**config.mk**
```make
export PLATFORM = sky130hd
export DESIGN_NAME = otp_blind_verify_sequencer
export DESIGN_NICKNAME = d
export VERILOG_FILES = /design/src/verilog/otp_verify_pkg.sv /design/src/verilog/byte_stream_if.sv /design/src/verilog/pair_buffer.sv /design/src/verilog/otp_blind_verify_sequencer.sv
export SDC_FILE = /design/constraint.sdc
export NUM_CORES = 1
export LEC_CHECK = 0
export BUFFER_PORTS_ARGS = -buffer_cell sky130_fd_sc_hd__buf_2
export CORE_MARGIN = 1
export CORE_UTILIZATION = 55
export CTS_CLUSTER_DIAMETER = 150
export DETAILED_ROUTE_END_ITERATION = 10
export PLACE_DENSITY_LB_ADDON = 0.15
export SLEW_MARGIN = 20
export SYNTH_ARGS = -nofsm -noshare
export SYNTH_HDL_FRONTEND = slang
export SYNTH_SLANG_ARGS = --single-unit
```
**constraint.sdc**
```tcl
create_clock -name mclk -period 2.3 [get_ports mclk]
set_input_delay 0.46 -clock mclk [delete_from_list [all_inputs] [get_ports mclk]]
set_output_delay 0.46 -clock mclk [all_outputs]
set_load 0.1 [all_outputs]
```
**src/verilog/otp_verify_pkg.sv**
```systemverilog
// constants for the blind verify sequencer
package otp_verify_pkg;

  // ****************************************
  // timing
  // ****************************************
  localparam int CLK_PERIOD_NS = 40;
  localparam int CLP_NS = CLK_PERIOD_NS;  // one clock period unit is one mclk period
  localparam int STROBE_PERIOD_CLP = 3;
  localparam int SAMPLE_DELAY_CLP = 3;
  localparam int STROBE_PERIOD_CYC = (STROBE_PERIOD_CLP * CLP_NS) / CLK_PERIOD_NS;
  localparam int SAMPLE_DELAY_CYC = (SAMPLE_DELAY_CLP * CLP_NS + CLK_PERIOD_NS - 1)
                                    / CLK_PERIOD_NS;
  localparam logic [1:0] PHASE_LAST = 2'(STROBE_PERIOD_CYC - 1);
  localparam logic [1:0] PHASE_FIRST = 2'h0;

  // ****************************************
  // grouping and sizes
  // ****************************************
  localparam int GROUP_BYTES = 16;
  localparam logic [3:0] GROUP_LAST = 4'(GROUP_BYTES - 1);
  localparam int DATA_W = 8;
  localparam int OTP_ADDR_W = 13;
  localparam int OTP_BYTES = 8192;
  localparam int BUF_DEPTH = 2;

  // ****************************************
  // mode selection and protection
  // ****************************************
  localparam logic MODE_FETCH_LEVEL = 1'b0;
  localparam logic MODE_ACCESS_LEVEL = 1'b1;
  localparam logic MODE_STROBE_LEVEL = 1'b1;
  localparam logic [1:0] LOCK_LEVEL1 = 2'h2;  // high bit unprogrammed, low bit programmed
  localparam logic FETCH_ACTIVE = 1'b0;
  localparam logic RESULT_PASS = 1'b1;
  localparam logic RESULT_FAIL = 1'b0;

  typedef enum {
    SEQ_IDLE,
    SEQ_RUN,
    SEQ_DRAIN,
    SEQ_DONE
  } seq_state_t;

endpackage

```
**src/verilog/byte_stream_if.sv**
```systemverilog
// valid/ready carrier for sampled bytes with their addresses
`timescale 1ns/1ps
interface byte_stream_if #(
  parameter int W = 21
);
  logic         valid;
  logic         ready;
  logic [W-1:0] data;

  modport src (output valid, output data, input ready);
  modport snk (input valid, input data, output ready);
endinterface

```
**src/verilog/pair_buffer.sv**
```systemverilog
// small valid/ready buffer in the sample path
`timescale 1ns/1ps
module pair_buffer #(
  parameter int W     = 21,
  parameter int DEPTH = otp_verify_pkg::BUF_DEPTH
) (
  input  wire logic   mclk,
  input  wire logic   rst_n,
  byte_stream_if.snk  fill,
  byte_stream_if.src  drain
);
  localparam int PW = (DEPTH > 1) ? $clog2(DEPTH) : 1;

  logic [W-1:0] mem [DEPTH];
  logic [PW-1:0] wr_ptr;
  logic [PW-1:0] rd_ptr;
  logic [PW:0]   count;
  logic          push;
  logic          pop;

  // handshakes and honest full/empty
  assign fill.ready  = (count != (PW+1)'(DEPTH));
  assign drain.valid = (count != '0);
  assign drain.data  = mem[rd_ptr];
  assign push        = fill.valid && fill.ready;
  assign pop         = drain.valid && drain.ready;

  // storage
  always_ff @(posedge mclk) begin
    if (push) begin
      mem[wr_ptr] <= fill.data;
    end
  end

  // pointers and occupancy
  always_ff @(posedge mclk) begin
    if (!rst_n) begin
      wr_ptr <= '0;
      rd_ptr <= '0;
      count  <= '0;
    end else begin
      if (push) begin
        wr_ptr <= (wr_ptr == PW'(DEPTH - 1)) ? '0 : wr_ptr + PW'(1);
      end
      if (pop) begin
        rd_ptr <= (rd_ptr == PW'(DEPTH - 1)) ? '0 : rd_ptr + PW'(1);
      end
      count <= count + (PW+1)'(push) - (PW+1)'(pop);
    end
  end

  a_buf_no_overrun: assert property (@(posedge mclk) disable iff (!rst_n)
    count <= (PW+1)'(DEPTH))
    else $error("buffer holds more than its depth");
endmodule

```
**src/verilog/otp_blind_verify_sequencer.sv**
```systemverilog
// blind verify sequencer for a protected one-time-programmable code memory
// Notes on behaviour
// RL1: tester sets mode pins; device starts the sequence when reset releases.
// RL2: address strobe pulses once every three clock period units while running.
// RL3: no address leaves the device during the sequence.
// RL4: tester presents location zero byte for the first strobe after reset.
// RL5: each later strobe advances the pointer; tester supplies the next byte.
// RL6: data bus sampled three units after strobe rise, compared at pointer.
// RL7: a mismatch is remembered until the current group result is reported.
// RL8: after every sixteenth compare, the group pass or fail goes out.
// RL9: result pin low for fail, high for pass, steady through next group.
// RL10: tester keeps the system clock running for the whole mode.
// RL11: tester counts strobes in a fourteen-bit counter addressing its image.
// RL12: tester may latch the result pin on the strobe falling edge.
// RL13: after the last byte the device drives the program fetch strobe.
// RL14: tester sees the end from fetch strobe or its counter carry out.
// RL15: this mode is how content is checked at protection level one.
// RL16: level one is lock bits 1,0; only this mode reads the memory.
// RL17: at the end strobes stop and the last result stays on the pin.
`timescale 1ns/1ps
module otp_blind_verify_sequencer #(
  parameter int OTP_BYTES  = otp_verify_pkg::OTP_BYTES,
  parameter int OTP_ADDR_W = otp_verify_pkg::OTP_ADDR_W
) (
  input  wire logic                              mclk,
  input  wire logic                              rst_n,
  input  wire logic [1:0]                        lock_bits,
  input  wire logic                              external_access_select,
  input  wire logic                              program_fetch_strobe_in,
  output logic                                   program_fetch_strobe_out,
  output logic                                   program_fetch_strobe_oe,
  input  wire logic                              address_strobe_in,
  output logic                                   address_strobe_out,
  output logic                                   address_strobe_oe,
  input  wire logic [otp_verify_pkg::DATA_W-1:0] port0_data_in,
  output logic                                   verify_result_pin,
  output logic                                   verify_result_oe,
  output logic [OTP_ADDR_W-1:0]                  otp_addr,
  input  wire logic [otp_verify_pkg::DATA_W-1:0] otp_rdata
);
  localparam int DW = otp_verify_pkg::DATA_W;
  localparam int SW = DW + 3;
  localparam int EW = OTP_ADDR_W + DW;
  localparam logic [OTP_ADDR_W-1:0] ADDR_LAST = OTP_ADDR_W'(OTP_BYTES - 1);
  localparam logic [SW-1:0] SYNC_RESET = {~otp_verify_pkg::MODE_FETCH_LEVEL,
                                          ~otp_verify_pkg::MODE_ACCESS_LEVEL,
                                          ~otp_verify_pkg::MODE_STROBE_LEVEL, DW'(0)};

  otp_verify_pkg::seq_state_t state;
  logic [SW-1:0]          s1;
  logic [SW-1:0]          s2;
  logic [SW-1:0]          s3;
  logic [SW-1:0]          filt;
  logic [1:0]             lock_q;
  logic                   lock_taken;
  logic                   mode_ok;
  logic                   level_ok;
  logic [1:0]             phase;
  logic                   seen;
  logic                   step;
  logic                   more;
  logic [OTP_ADDR_W-1:0]  ptr;
  logic                   strobe;
  logic [1:0]             pend;
  logic [OTP_ADDR_W-1:0]  pend_ptr;
  logic                   cmp_busy;
  logic [DW-1:0]          expected;
  logic [3:0]             grp;
  logic                   err_acc;
  logic                   mismatch;
  logic                   report;

  byte_stream_if #(.W(EW)) sample_if ();
  byte_stream_if #(.W(EW)) cmp_if ();

  // ****************************************
  // pin synchronisers
  // ****************************************

  // three stages; a bit changes once stages two and three agree
  always_ff @(posedge mclk) begin
    if (!rst_n) begin
      s1   <= SYNC_RESET;
      s2   <= SYNC_RESET;
      s3   <= SYNC_RESET;
      filt <= SYNC_RESET;
    end else begin
      s1   <= {program_fetch_strobe_in, external_access_select, address_strobe_in,
               port0_data_in};
      s2   <= s1;
      s3   <= s2;
      filt <= (s3 & ~(s2 ^ s3)) | (filt & (s2 ^ s3));
    end
  end

  // lock strap caught once after reset release
  always_ff @(posedge mclk) begin
    if (!rst_n) begin
      lock_q     <= 2'h0;
      lock_taken <= 1'b0;
    end else if (!lock_taken) begin
      lock_q     <= lock_bits;
      lock_taken <= 1'b1;
    end
  end

  assign mode_ok  = (filt[SW-1] == otp_verify_pkg::MODE_FETCH_LEVEL)
                 && (filt[SW-2] == otp_verify_pkg::MODE_ACCESS_LEVEL)
                 && (filt[SW-3] == otp_verify_pkg::MODE_STROBE_LEVEL);  // RL1
  assign level_ok = lock_taken && (lock_q == otp_verify_pkg::LOCK_LEVEL1);  // RL15 RL16

  // ****************************************
  // sequence control
  // ****************************************

  assign step = (state == otp_verify_pkg::SEQ_RUN) && (phase == otp_verify_pkg::PHASE_LAST);
  assign more = !(seen && (ptr == ADDR_LAST));

  // state walk: wait, strobe, let compares finish, end
  always_ff @(posedge mclk) begin
    if (!rst_n) begin
      state <= otp_verify_pkg::SEQ_IDLE;
    end else begin
      case (state)
        otp_verify_pkg::SEQ_IDLE: begin
          if (mode_ok && level_ok) begin
            state <= otp_verify_pkg::SEQ_RUN;  // RL1
          end
        end
        otp_verify_pkg::SEQ_RUN: begin
          if (step && sample_if.ready && !more) begin
            state <= otp_verify_pkg::SEQ_DRAIN;
          end
        end
        otp_verify_pkg::SEQ_DRAIN: begin
          if ((pend == 2'h0) && !cmp_if.valid && !cmp_busy) begin
            state <= otp_verify_pkg::SEQ_DONE;  // RL13
          end
        end
        default: begin
          state <= otp_verify_pkg::SEQ_DONE;  // RL17
        end
      endcase
    end
  end

  // strobe phase; holds on a full buffer so no sample is lost
  always_ff @(posedge mclk) begin
    if (!rst_n) begin
      phase <= otp_verify_pkg::PHASE_LAST;
    end else if (state != otp_verify_pkg::SEQ_RUN) begin
      phase <= otp_verify_pkg::PHASE_LAST;
    end else if (phase != otp_verify_pkg::PHASE_LAST) begin
      phase <= phase + 2'h1;
    end else if (sample_if.ready) begin
      phase <= otp_verify_pkg::PHASE_FIRST;
    end
  end

  // strobe pulse, first one addresses location zero; pend delays the sample past the synchroniser
  always_ff @(posedge mclk) begin
    if (!rst_n) begin
      strobe   <= 1'b0;
      seen     <= 1'b0;
      ptr      <= '0;
      pend     <= 2'h0;
      pend_ptr <= '0;
    end else begin
      strobe <= step && sample_if.ready && more;  // RL2 RL17
      pend   <= {pend[0], step && sample_if.ready && seen};  // RL6
      if (step && sample_if.ready) begin
        seen     <= 1'b1;  // RL4
        pend_ptr <= ptr;
        if (seen && more) begin
          ptr <= ptr + OTP_ADDR_W'(1);  // RL5
        end
      end
    end
  end

  // pin byte of three cycles after the strobe rise, seen through the synchroniser lag
  assign sample_if.valid = pend[1];  // RL6
  assign sample_if.data  = {pend_ptr, filt[DW-1:0]};

  pair_buffer #(.W(EW), .DEPTH(otp_verify_pkg::BUF_DEPTH)) u_buf (
    .mclk  (mclk),
    .rst_n (rst_n),
    .fill  (sample_if),
    .drain (cmp_if)
  );

  // ****************************************
  // compare and group result
  // ****************************************

  assign cmp_if.ready = !cmp_busy;
  assign mismatch     = cmp_busy && (otp_rdata != expected);
  assign report       = cmp_busy && ((grp == otp_verify_pkg::GROUP_LAST)
                                     || (otp_addr == ADDR_LAST));

  // fetch the stored byte, compare on the next cycle
  always_ff @(posedge mclk) begin
    if (!rst_n) begin
      cmp_busy <= 1'b0;
      otp_addr <= '0;
      expected <= '0;
    end else if (cmp_if.valid && !cmp_busy) begin
      cmp_busy <= 1'b1;
      otp_addr <= cmp_if.data[EW-1:DW];  // RL6
      expected <= cmp_if.data[DW-1:0];
    end else begin
      cmp_busy <= 1'b0;
    end
  end

  // error accumulation and group count
  always_ff @(posedge mclk) begin
    if (!rst_n) begin
      grp     <= 4'h0;
      err_acc <= 1'b0;
    end else if (cmp_busy) begin
      grp <= grp + 4'h1;
      if (report) begin
        err_acc <= 1'b0;  // RL7
      end else if (mismatch) begin
        err_acc <= 1'b1;  // RL7
      end
    end
  end

  // result pin, steady between reports
  always_ff @(posedge mclk) begin
    if (!rst_n) begin
      verify_result_pin <= otp_verify_pkg::RESULT_PASS;
    end else if (report) begin
      verify_result_pin <= (err_acc || mismatch) ? otp_verify_pkg::RESULT_FAIL
                                                 : otp_verify_pkg::RESULT_PASS;  // RL8 RL9
    end
  end

  // ****************************************
  // pin drive
  // ****************************************

  // only strobe, result and end marker leave the device; never an address
  assign address_strobe_out       = strobe;  // RL3
  assign address_strobe_oe        = (state != otp_verify_pkg::SEQ_IDLE);
  assign verify_result_oe         = (state != otp_verify_pkg::SEQ_IDLE);
  assign program_fetch_strobe_out = otp_verify_pkg::FETCH_ACTIVE;
  assign program_fetch_strobe_oe  = (state == otp_verify_pkg::SEQ_DONE);  // RL13

  // ****************************************
  // checks
  // ****************************************

  a_start_on_mode: assert property (@(posedge mclk) disable iff (!rst_n)  // RL1
    (state == otp_verify_pkg::SEQ_IDLE) && mode_ok && level_ok
      |=> (state == otp_verify_pkg::SEQ_RUN) ##1 address_strobe_out)
    else $error("sequence did not start with a strobe");

  a_strobe_period: assert property (@(posedge mclk) disable iff (!rst_n)  // RL2
    $rose(address_strobe_out) && more |-> ##1 !address_strobe_out [*2] ##1
      (address_strobe_out || !$past(sample_if.ready)))
    else $error("strobe period is not three cycles");

  a_no_fetch_run: assert property (@(posedge mclk) disable iff (!rst_n)  // RL13
    (state != otp_verify_pkg::SEQ_DONE) |-> !program_fetch_strobe_oe)
    else $error("fetch strobe driven before the end");

  a_pointer_step: assert property (@(posedge mclk) disable iff (!rst_n)  // RL5
    $rose(address_strobe_out) ##3 $rose(address_strobe_out)
      |-> ptr == $past(ptr, 3) + OTP_ADDR_W'(1))
    else $error("pointer did not advance by one per strobe");

  a_sample_delay: assert property (@(posedge mclk) disable iff (!rst_n)  // RL6
    $rose(address_strobe_out) ##2 (step && sample_if.ready) |-> ##2 sample_if.valid)
    else $error("sample not taken three cycles after strobe");

  a_error_kept: assert property (@(posedge mclk) disable iff (!rst_n)  // RL7
    mismatch && !report |=> err_acc)
    else $error("mismatch not remembered");

  a_fail_reported: assert property (@(posedge mclk) disable iff (!rst_n)  // RL8
    report && (err_acc || mismatch) |=> (verify_result_pin == otp_verify_pkg::RESULT_FAIL))
    else $error("failing group reported as pass");

  a_result_steady: assert property (@(posedge mclk) disable iff (!rst_n)  // RL9
    !report |=> $stable(verify_result_pin))
    else $error("result pin moved between reports");

  a_end_marker: assert property (@(posedge mclk) disable iff (!rst_n)  // RL13
    (state == otp_verify_pkg::SEQ_DRAIN) && (pend == 2'h0) && !cmp_if.valid && !cmp_busy
      |=> program_fetch_strobe_oe && (program_fetch_strobe_out == otp_verify_pkg::FETCH_ACTIVE))
    else $error("end marker not driven after last byte");

  a_quiet_end: assert property (@(posedge mclk) disable iff (!rst_n)  // RL17
    (state == otp_verify_pkg::SEQ_DONE) |-> !address_strobe_out && !sample_if.valid)
    else $error("activity after the end");

  a_level_one_only: assert property (@(posedge mclk) disable iff (!rst_n)  // RL16
    (state != otp_verify_pkg::SEQ_IDLE) |-> (lock_q == otp_verify_pkg::LOCK_LEVEL1))
    else $error("sequence ran outside level one");
endmodule

```
# Word level (Yosys, flattened, before mapping)
# Memory sizes are Yosys's and may differ from the RTL's. A register that Yosys moved wholly into a read port is not among the register bits.
# Cells that the tools add are included.
dict set report op_classes {
  mux 15
  bitwise 7
  eq_ne 16
  reduce_logical 33
  n_addsub 7
}
# operator n
set op_table {}
lappend op_table {{2-to-1 mux 32 bit} 3}
lappend op_table {{one-hot mux 32 bit (3 select lines)} 1}
lappend op_table {{== test 32 x 2 -> 1 bit, second input constant} 2}
lappend op_table {{== test 32 x 1 -> 1 bit, second input constant} 1}
lappend op_table {{== test 32 x 3 -> 1 bit, second input constant} 1}
lappend op_table {{zero test 32 bit} 1}
lappend op_table {{inequality test 32 x 2 -> 1 bit, second input constant} 1}
lappend op_table {{nonzero test 32 bit} 1}
lappend op_table {{== test 13 bit, second input constant} 2}
lappend op_table {{bitwise AND 11 bit} 2}
lappend op_table {{logical AND 1 bit} 17}
lappend op_table {{adder 13 x 1 -> 13 bit, second input constant} 1}
lappend op_table {{NOT 11 bit} 1}
lappend op_table {{OR 11 bit} 1}
lappend op_table {{bitwise XOR 11 bit} 1}
lappend op_table {{inequality test 2 bit, second input constant} 5}
lappend op_table {{2-to-1 mux 1 bit} 9}
lappend op_table {{inequality test 8 bit} 1}
lappend op_table {{nonzero test 2 bit} 3}
lappend op_table {{adder 4 x 1 -> 4 bit, second input constant} 1}
lappend op_table {{== test 2 bit, second input constant} 2}
lappend op_table {{== test 4 bit, second input constant} 1}
lappend op_table {{zero test 1 bit} 4}
lappend op_table {{2-to-1 mux 2 bit} 2}
lappend op_table {{10 further kinds} 14}
dict set report totals {
  memories 1
  reg_bits 122
  ram_bits 42
}
# memory depth word_bits rd rd_clocked_by_memory_dff write_ports line_no
set mem_list {}
lappend mem_list {u_buf.mem 2 21 1 1 1 pair_buffer.sv:14} ;# logic [W-1:0] mem [DEPTH];

# Logic depth before layout (Yosys ltp)
# Gate-level depths: netlist of the first run.
dict set report depth {
  word_depth 6
  mapped_depth 9
}

# Modules after synthesis
# From an unflattened synthesis of the first run, not the netlist that was laid out.
dict set report unflattened {
  hier_cells 523
  hier_area_um2 5706.7
}
# mod cells_per_inst instances seq_area_each_um2 area_per_inst_um2
set by_module_without_submodules {}
lappend by_module_without_submodules {otp_blind_verify_sequencer 429 1 2182.1 3936.3}
lappend by_module_without_submodules {pair_buffer 94 1 1361.3 1770.4}

# Worst setup path after synthesis of the first run
# No wires, ideal clock.
dict set report synth_path {
  path_type {register to register}
  startpoint {register otp_addr[12] (read register of u_buf.mem)}
  endpoint {register verify_result_pin}
  setup_slack_ns 0.228
  path_buffers 0
  synth_period_minus_slack_ns 2.072
  setup_time_ns 0.087
  arrival_ns 1.985
  stages_incl_launch_ff 5
  cell_sequence {dfxtp_1 > nand4_1 > or4_1 > and2_1 > o31ai_1}
}
dict set report synth_between {
  elab_chain_cells 3
}
# item line_no
set synth_rtl {}
lappend synth_rtl {{start: declaration} otp_blind_verify_sequencer.sv:38} ;# output logic [OTP_ADDR_W-1:0] otp_addr,
lappend synth_rtl {{== test 13 bit} otp_blind_verify_sequencer.sv:199} ;# || (otp_addr == ADDR_LAST));
lappend synth_rtl {{logical OR 1 bit} otp_blind_verify_sequencer.sv:199}
lappend synth_rtl {{logical AND 1 bit} otp_blind_verify_sequencer.sv:198} ;# assign report = cmp_busy && ((grp == otp_verify_pkg::GROUP_LAST)
lappend synth_rtl {{end signal: assignment} otp_blind_verify_sequencer.sv:234} ;# verify_result_pin <= otp_verify_pkg::RESULT_PASS;
lappend synth_rtl {{end signal: assignment} otp_blind_verify_sequencer.sv:236} ;# verify_result_pin <= (err_acc || mismatch) ? otp_verify_pkg::RESULT_FAIL
lappend synth_rtl {{end: declaration} otp_blind_verify_sequencer.sv:36} ;# output logic verify_result_pin,
# Every way passes these cells.
# A chain may end at the register's enable or synchronous reset.

# Worst setup path after layout of the first run
dict set report layout_path {
  startpoint {register state[1]}
  endpoint {output port address_strobe_oe}
}
dict set report layout_between {
  elab_chain_cells 1
}
# item line_no
set layout_rtl {}
lappend layout_rtl {{start: declaration} otp_blind_verify_sequencer.sv:49} ;# otp_verify_pkg::seq_state_t state;
lappend layout_rtl {{start signal: assignment} otp_blind_verify_sequencer.sv:122} ;# state <= otp_verify_pkg::SEQ_IDLE;
lappend layout_rtl {{start signal: assignment} otp_blind_verify_sequencer.sv:127} ;# state <= otp_verify_pkg::SEQ_RUN;
lappend layout_rtl {{start signal: assignment} otp_blind_verify_sequencer.sv:132} ;# state <= otp_verify_pkg::SEQ_DRAIN;
lappend layout_rtl {{nonzero test 32 bit} otp_blind_verify_sequencer.sv:247} ;# assign address_strobe_oe = (state != otp_verify_pkg::SEQ_IDLE);
lappend layout_rtl {{end: declaration} otp_blind_verify_sequencer.sv:34} ;# output logic address_strobe_oe,
# Every way passes these cells.

==> results of run 1 <==
per-layer routing:
layer  vias up  wire [um]  share of wire [%]  global-route usage [%]
met5         -          0                  0                       0
met4         0        143                1.6                    10.1
met3        10        274                3.0                    5.08
met2        60       4050                 45                    28.8
met1      1624       4520                 50                    26.0
li1       1841          -                  -                       -
cell families (layout without fill, tap and decap cells):
kind of cell	count (synthesis)	after routing
and+or+nand+nor	178	178
xor gates and xnor gates	15	15
muxes	30	30
buffers and inverters	33	89
other	1	1
AOI/OAI and AO/OA	80	80
DFF	155	155
adders and majority gates	4	4
cell usage after synthesis (3+ instances only):
| cell type | count | share of area [%] |
|---|---|---|
| nand3_1 | 6 | 0.54 |
| ha_1 | 4 | 0.90 |
| nand4_1 | 10 | 1.1 |
| inv_1 | 7 | 0.47 |
| and2_1 | 34 | 3.8 |
| o31ai_1 | 6 | 0.81 |
| o21ai_0 | 13 | 1.2 |
| nand2_1 | 50 | 3.4 |
| a211oi_1 | 21 | 2.8 |
| xnor2_1 | 3 | 0.47 |
| xor2_1 | 12 | 1.9 |
| dfxtp_1 | 113 | 41 |
| a21oi_1 | 36 | 3.2 |
| nor3_1 | 3 | 0.27 |
| buf_2 | 4 | 0.36 |
| nor2_1 | 38 | 2.6 |
| edfxtp_1 | 42 | 23 |
| nand2b_1 | 10 | 1.1 |
| clkbuf_1 | 15 | 1.0 |
| mux2i_1 | 30 | 5.4 |
| nor4_1 | 8 | 0.90 |
| or4_1 | 4 | 0.54 |
| buf_4 | 4 | 0.54 |
worst paths after layout:
| kind | startpoint | end | slack [ns] | depth (start not counted) |
|---|---|---|---|---|
| hold / removal | program_fetch_strobe_in | s1[10] | 0.12 | 2 |
| setup reg to reg | state[1] | ptr[5] | 0.46 | 4 |
| setup / recovery | state[1] | address_strobe_oe | 0.30 | 2 |
| hold reg to reg | s1[10] | s2[10] | 0.42 | 1 |
cell type report:
cell class                      instances  area, um^2  area share (%)
Tap cell                              133         166            2.58
Multi-Input combinational cell        308        1900            29.5
Clock buffer                           23         487            7.55
Sequential cell                       155        3520            54.6
Timing Repair Buffer                   49         280            4.35
Clock inverter                          9        60.1           0.931
Inverter                                8        30.0           0.466
sequential cells by signal, indices dropped and copies added (netlist names), 2 cells and up, named ones only:
signal / flops
s1: 11
u_buf.count: 2
otp_addr: 13
pend: 2
s2: 11
state: 2
ptr: 13
expected: 8
lock_q: 2
pend_ptr: 13
grp: 4
phase: 2
s3: 11
u_buf.mem: 42
power by group:
part | internal (mW) | total [mW] | switching (mW)
sequential | 3.03 | 3.22 | 0.191
clock | 1.47 | 2.51 | 1.03
combinational | 0.402 | 1.64 | 1.24
==> impl_metrics.ini, run 1 <==
[route]
routed_wl_um = 8990
firstDrtPassIters = 5
wl_per_cell_um = 13.1
route.detailed.drc = 0
viasPerCell = 5.16
drt-initial-drc-count = 100
postRouteAntennaNets = 0
vias = 3535

[yosys]
synth_top_family_by_area = simple AND/OR/NAND/NOR gates
synth_area_per_cell_um2 = 11.2
yosysWarnings = 0
synth_flop_cell = dfxtp_1
yosys_register_bits = 155
seq_area_frac_synth_pct = 63.3
yosysUniqueCellTypes = 43
syn_inst = 496
synth_mux_area_share_pct = 5.40
synth-adder-area-share_pct = 0.899
netlist_area_mm2 = 0.00557
synth_nets = 523
synth-compound-area-share_pct = 8.63
synth-edff-count = 42
synthArstFlopShare_pct = 0
synthXorXnorAreaFrac_pct = 2.36
synthSimpleGateAreaFrac_pct = 16.7

[clock_network]
clkTransAtPathRegs_ns = 0.06
cts_resized = 0
cts_max_path_buffers = 2
cts_tree = built
clockRootBuffer = clkbuf_8
cts_made_buffers = 17
postCtsSetupRepairBufs = 0
clock_latency_ns = 0.52
holdBufCountCts = 0
clkSinkCount = 155
htreeDepth = 4

[place]
place_area_mm2 = 0.00590
hpwl_um = 5930
dp.cells = 653
gp_congestion = 0.854
io_buffers = 40
dp_worst_setup_slack_ns = 0.490

[critical_path]
arrival_ns = 1.54
cpPeakStageDelay_ns = 0.44
worstSetupStartpointType = flip-flop
crit_path_end_kind = primary output
crit_family = flip-flops
cpMaxStageDelayCell = dfxtp_1
cp.required_ns = 1.84
crit_chain = or2_2 -> buf_2
critical_path_class = flip-flop to primary output
crit_path_max_fanout = 8
critPathBufInv = 1

[sta]
fin_skew_ns = 0.00767
drv_slew = 0
worstMarginPinSlew_ns = 0.649
max_freq_mhz = 500
relSlewSlack_pct = 56.4
hold_violations = 0
rsz0062_at_grt = false
setup_tns_ns = 0
min_period_over_period_pct = 86.9
fin_crit_ns = 2.00
setup_violations = 0
finalWorstSetupSlack_ns = 0.301
hold_ws_ns = 0.118

[min_path]
hold_path_class = primary input to flip-flop

[cells_and_area]
layout.nets = 566
stdcell_count = 685
num-fill-cells = 787
design_area_mm2 = 0.00645
antennaDiodeCount = 0
area_delta_synth_final_pct = 15.8
final_util_pct = 66.0
final_common_cell = dfxtp_1
drive_gt1_share_pct = 15.9
final_cell_mix = 113 x dfxtp_1, 50 x nand2_1, 42 x edfxtp_1

[floorplan]
num_io_pins = 42
die_area_mm2 = 0.0105
coreArea_mm2 = 0.00977
die_y_um = 103
die_w_um = 103
start_util_pct = 56.9
row_count = 36

[grt]
overflow = 0
grt_pass1_wl_um = 15100
grt_pass1_vias = 3208
grt_usage_pct = 19.3
grt_max_degree = 47
grt_antenna_before_repair = 0

[job]
drv_cap = 0

[pwr]
power_density_mw_per_mm2 = 1140
power_mw = 7.37
ir_drop_uv = 1010
leakagePower_nw = 2.44

[outcome]
outcome = completed
Note: power is estimated with default switching activity, not from simulation.
==> run 2, diff against run 1 <==
--- a/config.mk
+++ b/config.mk
@@ -6,11 +6,15 @@
 export NUM_CORES = 1
 export LEC_CHECK = 0
 export BUFFER_PORTS_ARGS = -buffer_cell sky130_fd_sc_hd__buf_2
+export CELL_PAD_IN_SITES_DETAIL_PLACEMENT = 1
+export CELL_PAD_IN_SITES_GLOBAL_PLACEMENT = 2
 export CORE_MARGIN = 1
-export CORE_UTILIZATION = 55
+export CORE_UTILIZATION = 39
 export CTS_CLUSTER_DIAMETER = 150
 export DETAILED_ROUTE_END_ITERATION = 10
 export PLACE_DENSITY_LB_ADDON = 0.15
+export RECOVER_POWER = 25
+export REMOVE_ABC_BUFFERS = 1
 export SLEW_MARGIN = 20
 export SYNTH_ARGS = -nofsm -noshare
 export SYNTH_HDL_FRONTEND = slang
==> run 2 against run 1 <==
- non-clock buffer count rose by 1
- die area rose by 40%
- routed wire length rose by 27%
- via count rose by 2.8%
- fmax rose by 3.1%
- sequential power barely moved
- power rose by 3.3%
- combinational power rose by 4%
- sequential share of layout area fell by 0.76 points
==> impl_metrics.ini, run 2 (synthesis gave the netlist of run 1 again) <==
[sta]
min_period_over_period_pct = 84.3
hold_violations = 0
hold_ws_ns = 0.230
setup_violations = 0
fin_skew_ns = 0.0113
fin_crit_ns = 1.94
max_freq_mhz = 516
finalWorstSetupSlack_ns = 0.362
rsz0062_at_grt = false
relSlewSlack_pct = 33.0
worstMarginPinSlew_ns = 1.01
drv_slew = 0

[clock_network]
htreeDepth = 4
clkTransAtPathRegs_ns = 0.06
cts_tree = built
holdBufCountCts = 0
clockRootBuffer = clkbuf_16
clock_latency_ns = 0.42
cts_max_path_buffers = 2
cts_resized = 0
postCtsSetupRepairBufs = 0
cts_made_buffers = 17
clkSinkCount = 155

[critical_path]
cp.required_ns = 2.63
crit_path_end_kind = flip-flop
rrSetupSlack_ns = 0.36
critPathBufInv = 0
cpPeakStageDelay_ns = 0.62
crit_path_max_fanout = 15
r2r-end = ptr[5]
cpMaxStageDelayCell = or4_1
rr_worst_depth = 4
critical_path_class = flip-flop to flip-flop
arrival_ns = 2.27
worstSetupStartpointType = flip-flop
crit_chain = and4bb_2 -> nand3_1 -> or4_1 -> a21oi_1
rr_startpoint = state[1]
crit_family = simple AND/OR/NAND/NOR gates

[min_path]
min_from = program_fetch_strobe_in
hold_path_class = primary input to flip-flop
worstHoldPathCells = 2
holdPathEnd = s1[10]

[floorplan]
start_util_pct = 40.1
row_count = 43
die_w_um = 121
num_io_pins = 42
die_area_mm2 = 0.0148
die_y_um = 121
coreArea_mm2 = 0.0139

[grt]
grt_usage_pct = 17.0
grt_pass1_vias = 3807
grt_pass1_wl_um = 18800
grt_max_degree = 44
overflow = 0
grt_antenna_before_repair = 0

[job]
drv_cap = 0

[pwr]
power_density_mw_per_mm2 = 1160
leakagePower_nw = 2.43
power_mw = 7.61
ir_drop_uv = 496

[outcome]
outcome = completed

[route]
wl_per_cell_um = 15.5
route.detailed.drc = 0
vias = 3635
drt-initial-drc-count = 133
viasPerCell = 4.96
postRouteAntennaNets = 0
routed_wl_um = 11400
firstDrtPassIters = 4

[cells_and_area]
final_cell_mix = 113 x dfxtp_1, 50 x nand2_1, 42 x edfxtp_1
largest_reg_flops = 42
layout.nets = 567
area_delta_synth_final_pct = 17.5
final_util_pct = 47.1
final_common_cell = dfxtp_1
num-fill-cells = 1528
drive_gt1_share_pct = 15.4
regMostFlops = u_buf.mem
stdcell_count = 733
antennaDiodeCount = 0

[place]
dp_worst_setup_slack_ns = 0.420
dp.cells = 701
hpwl_um = 7410
gp_congestion = 0.730
io_buffers = 40
-- run 2: cell types whose count changed in the layout (fill, tap and decap cells not counted), moves of 2 or more --
cell        change
clkbuf_8        -6
clkinvlp_4      +3
and2_0          +3
and2_1          -3
inv_4           -3
clkbuf_1        +3
clkinv_4        -2
bufinv_16       +2
-- run 2: how the worst max path moves through the flow --
stage / startpoint / end / slack [ns] / depth (start not counted)
after floorplan: u_buf.count[1] / u_buf.count[1] / -0.64 / 8
after CTS: state[1] / program_fetch_strobe_oe / 0.37 / 2
after global placement: state[1] / ptr[7] / 0.48 / 4
final: state[1] / ptr[5] / 0.36 / 4
after detailed placement: state[1] / ptr[5] / 0.42 / 4
after global routing: state[1] / ptr[5] / 0.27 / 4
-- run 2: per-stage QoR --
stage | instance area [um^2] | TNS [ns]
6_report | 6540 | 0
5_1_grt | 6540 | 0
4_1_cts | 6540 | 0
3_5_place_dp | 5980 | 0
3_3_place_gp | 5980 | 0
2_1_floorplan | 5450 | -1.12
-- run 2: final cells by class --
cell class	instances	area, um^2	share of cell area (%)
Sequential cell	155	3520	53.9
Multi-Input combinational cell	308	1900	29.1
Clock buffer	20	437	6.68
Timing Repair Buffer	50	299	4.57
Tap cell	180	225	3.44
Clock inverter	12	124	1.89
Inverter	8	30.0	0.459
-- run 2: power breakdown --
| group | switching [mW] | leakage, nW | total (mW) | internal (mW) |
|---|---|---|---|---|
| Combinational | 1.27 | 0.851 | 1.70 | 0.422 |
| Sequential | 0.215 | 1.31 | 3.24 | 3.03 |
| Clock | 1.08 | 0.268 | 2.67 | 1.59 |
-- run 2: metal layers --
layer | part of all wire (%) | vias to the layer above | global-route usage [%]
met5 | 0 | - | 0
met4 | 1.1 | 0 | 6.17
met3 | 2.9 | 8 | 5.55
met2 | 49 | 42 | 28.2
met1 | 47 | 1741 | 20.5
li1 | - | 1844 | -
==> run 3, diff against run 2 <==
--- a/config.mk
+++ b/config.mk
@@ -5,11 +5,12 @@
 export SDC_FILE = /design/constraint.sdc
 export NUM_CORES = 1
 export LEC_CHECK = 0
+export ABC_AREA = 1
 export BUFFER_PORTS_ARGS = -buffer_cell sky130_fd_sc_hd__buf_2
 export CELL_PAD_IN_SITES_DETAIL_PLACEMENT = 1
 export CELL_PAD_IN_SITES_GLOBAL_PLACEMENT = 2
 export CORE_MARGIN = 1
-export CORE_UTILIZATION = 39
+export CORE_UTILIZATION = 33
 export CTS_CLUSTER_DIAMETER = 150
 export DETAILED_ROUTE_END_ITERATION = 10
 export PLACE_DENSITY_LB_ADDON = 0.15
==> constraint.sdc (replaced) <==
create_clock -name mclk -period 1.7 [get_ports mclk]
set_input_delay 0.34 -clock mclk [delete_from_list [all_inputs] [get_ports mclk]]
set_output_delay 0.34 -clock mclk [all_outputs]
set_load 0.1 [all_outputs]
==> run 3 against run 2 <==
- non-clock buffer count grew 16
- first-iteration DRC count grew 30%
- worst setup slack lost 0.26 ns
- sequential cell count is the same
- worst hold slack lost 0.14 ns
- clock skew grew 0.00097 ns
- die area grew 23%
- sequential power grew 36%
- via count grew 22%
- critical path depth shrank 3
- clock power grew 36%
==> impl_metrics.ini, run 3 <==
[grt]
grt_usage_pct = 15.6
grt_pass1_vias = 4604
gr-max-usage-layer = met2
overflow = 0
grt_max_degree = 48
gr-usage-met1_pct = 18.1
use_met2_pct = 27.5
gr-usage-met3_pct = 3.87
grt_antenna_before_repair = 0
grt_pass1_wl_um = 21900

[route]
firstDrtPassIters = 4
viasPerCell = 4.60
drt-initial-drc-count = 173
wl_per_cell_um = 13.4
postRouteAntennaNets = 0
vias = 4423
routed_wl_um = 12900
route.detailed.drc = 0

[yosys]
yosysTopAreaCellShare_pct = 38.9
synth_common_cells = 190 x nand2_1, 113 x dfxtp_1, 73 x inv_1
synth_flop_cell = dfxtp_1
synth_area_per_cell_um2 = 8.72
seq_area_frac_synth_pct = 60.6
synth-edff-count = 42
yosysUniqueCellTypes = 31
synth_most_common_cell = nand2_1
synth.area.top_cells = dfxtp_1 39%, edfxtp_1 22%, nand2_1 12%
syn_inst = 666
synthArstFlopShare_pct = 0
yosysWarnings = 0
yosysTopAreaCell = dfxtp_1
netlist_area_mm2 = 0.00581
yosys_register_bits = 155

[critical_path]
rr_worst_depth = 8
cpPeakStageDelay_ns = 0.45
crit_path_end_kind = primary output
rrSetupSlack_ns = 0.15
critical_path_class = flip-flop to primary output
r2r-end = u_buf.count[1]
worstSetupStartpointType = flip-flop
critPathBufInv = 1
endpoint = otp_addr[5]
arrival_ns = 1.25
crit_chain = buf_2
cpMaxStageDelayCell = buf_2
cp.required_ns = 1.36
crit_path_max_fanout = 3
path_depth = 1
crit_family = buffers and inverters
rr_startpoint = u_buf.count[1]
cp-startpoint = otp_addr[5]

[floorplan]
die_area_mm2 = 0.0181
row_count = 48
die_y_um = 135
die_w_um = 135
num_io_pins = 42
start_util_pct = 33.7
coreArea_mm2 = 0.0172

[sta]
relSlewSlack_pct = 65.7
fin_skew_ns = 0.0123
rsz0062_at_grt = false
setup_violations = 0
drv_slew = 0
hold_violations = 0
max_freq_mhz = 627
fin_crit_ns = 1.59
min_period_over_period_pct = 93.8
worstMarginPinSlew_ns = 0.517
setup_tns_ns = 0

[cells_and_area]
num-fill-cells = 2014
largest_reg_flops = 42
regMostFlops = u_buf.mem
layout.nets = 751
final_cell_mix = 189 x nand2_1, 112 x dfxtp_1, 73 x inv_1
area_delta_synth_final_pct = 19.7
antennaDiodeCount = 0
drive_gt1_share_pct = 15.5
final_common_cell = nand2_1

[clock_network]
cts_max_path_buffers = 2
cts_tree = built
clockRootBuffer = clkbuf_16
cts_made_buffers = 17
clkSinkCount = 155
clkTransAtPathRegs_ns = 0.06
clock_latency_ns = 0.43
htreeDepth = 4

[place]
hpwl_um = 8880
io_buffers = 40
gp_congestion = 0.720

[job]
drv_cap = 0

[pwr]
ir_drop_uv = 740
leakagePower_nw = 2.98
power_mw = 10.9
power_density_mw_per_mm2 = 1560

[outcome]
outcome = completed

[min_path]
hold_path_class = primary input to flip-flop
[run 3: repair_timing]
action                     CTS  global route
buffers inserted             0             0
hold buffers                 0             0
setup endpoints to repair    3             6
gates resized for setup      1             7
[run 3: layout make-up]
cell class / instances / area, um^2 / share of cell area, %
tap: 225 / 282 / 4.05
multi-input combinational: 409 / 1880 / 27.1
clock inverter: 13 / 119 / 1.71
sequential: 155 / 3520 / 50.7
clock buffer: 19 / 453 / 6.51
inverter: 75 / 282 / 4.05
timing repair buffer: 66 / 414 / 5.95
[run 3: stage by stage]
| stage | cell area [um^2] | utilization, % | setup WS [ns] | hold WS, ns | std cells |
|---|---|---|---|---|---|
| 2_1_floorplan | 5680 | - | -0.596 | 0.368 | 639 |
| 3_3_place_gp | 6370 | 37.0 | 0.185 | 0.393 | 930 |
| 3_5_place_dp | 6370 | 37.0 | 0.102 | 0.400 | 930 |
| 4_1_cts | 6950 | 40.3 | -0.0398 | 0.0754 | 962 |
| 5_1_grt | 6960 | 40.4 | 0.00604 | 0.0892 | 962 |
| 6_report | 6960 | 40.4 | 0.105 | 0.0918 | 962 |
[run 3: power breakdown]
part | switching [mW] | leakage, nW | internal (mW)
logic | 2.22 | 1.41 | 0.615
registers | 0.268 | 1.28 | 4.13
clock network | 1.53 | 0.283 | 2.10
[run 3: worst min-delay path by stage]
stage                             from    endpoint  slack, ns  cells after the start
2_1_floorplan                    rst_n  lock_taken       0.37                      0
3_3_place_gp                     s1[7]       s2[7]       0.39                      2
3_5_place_dp                     s1[0]       s2[0]       0.40                      2
4_1_cts               port0_data_in[2]       s1[2]       0.08                      3
5_1_grt        program_fetch_strobe_in      s1[10]       0.09                      2
6_report              port0_data_in[2]       s1[2]       0.09                      3
[run 3: routing by layer]
metal  share of wire, %  up-vias
met3                2.7        9
li1                   -     2267
met5                  0        -
met2                 50       40
met1                 46     2107
met4               0.85        0
[run 3: kinds of logic (layout without fill, tap and decap cells)]
kind of cell	count (synthesis)	after routing	synth area share [%]
xor gates and xnor gates	8	8	1.21
and+or+nand+nor	287	287	20.3
DFF	155	155	60.6
buffers and inverters	102	173	7.06
adders and majority gates	4	4	0.861
other	1	1	0.0645
AOI/OAI and AO/OA	109	109	9.91
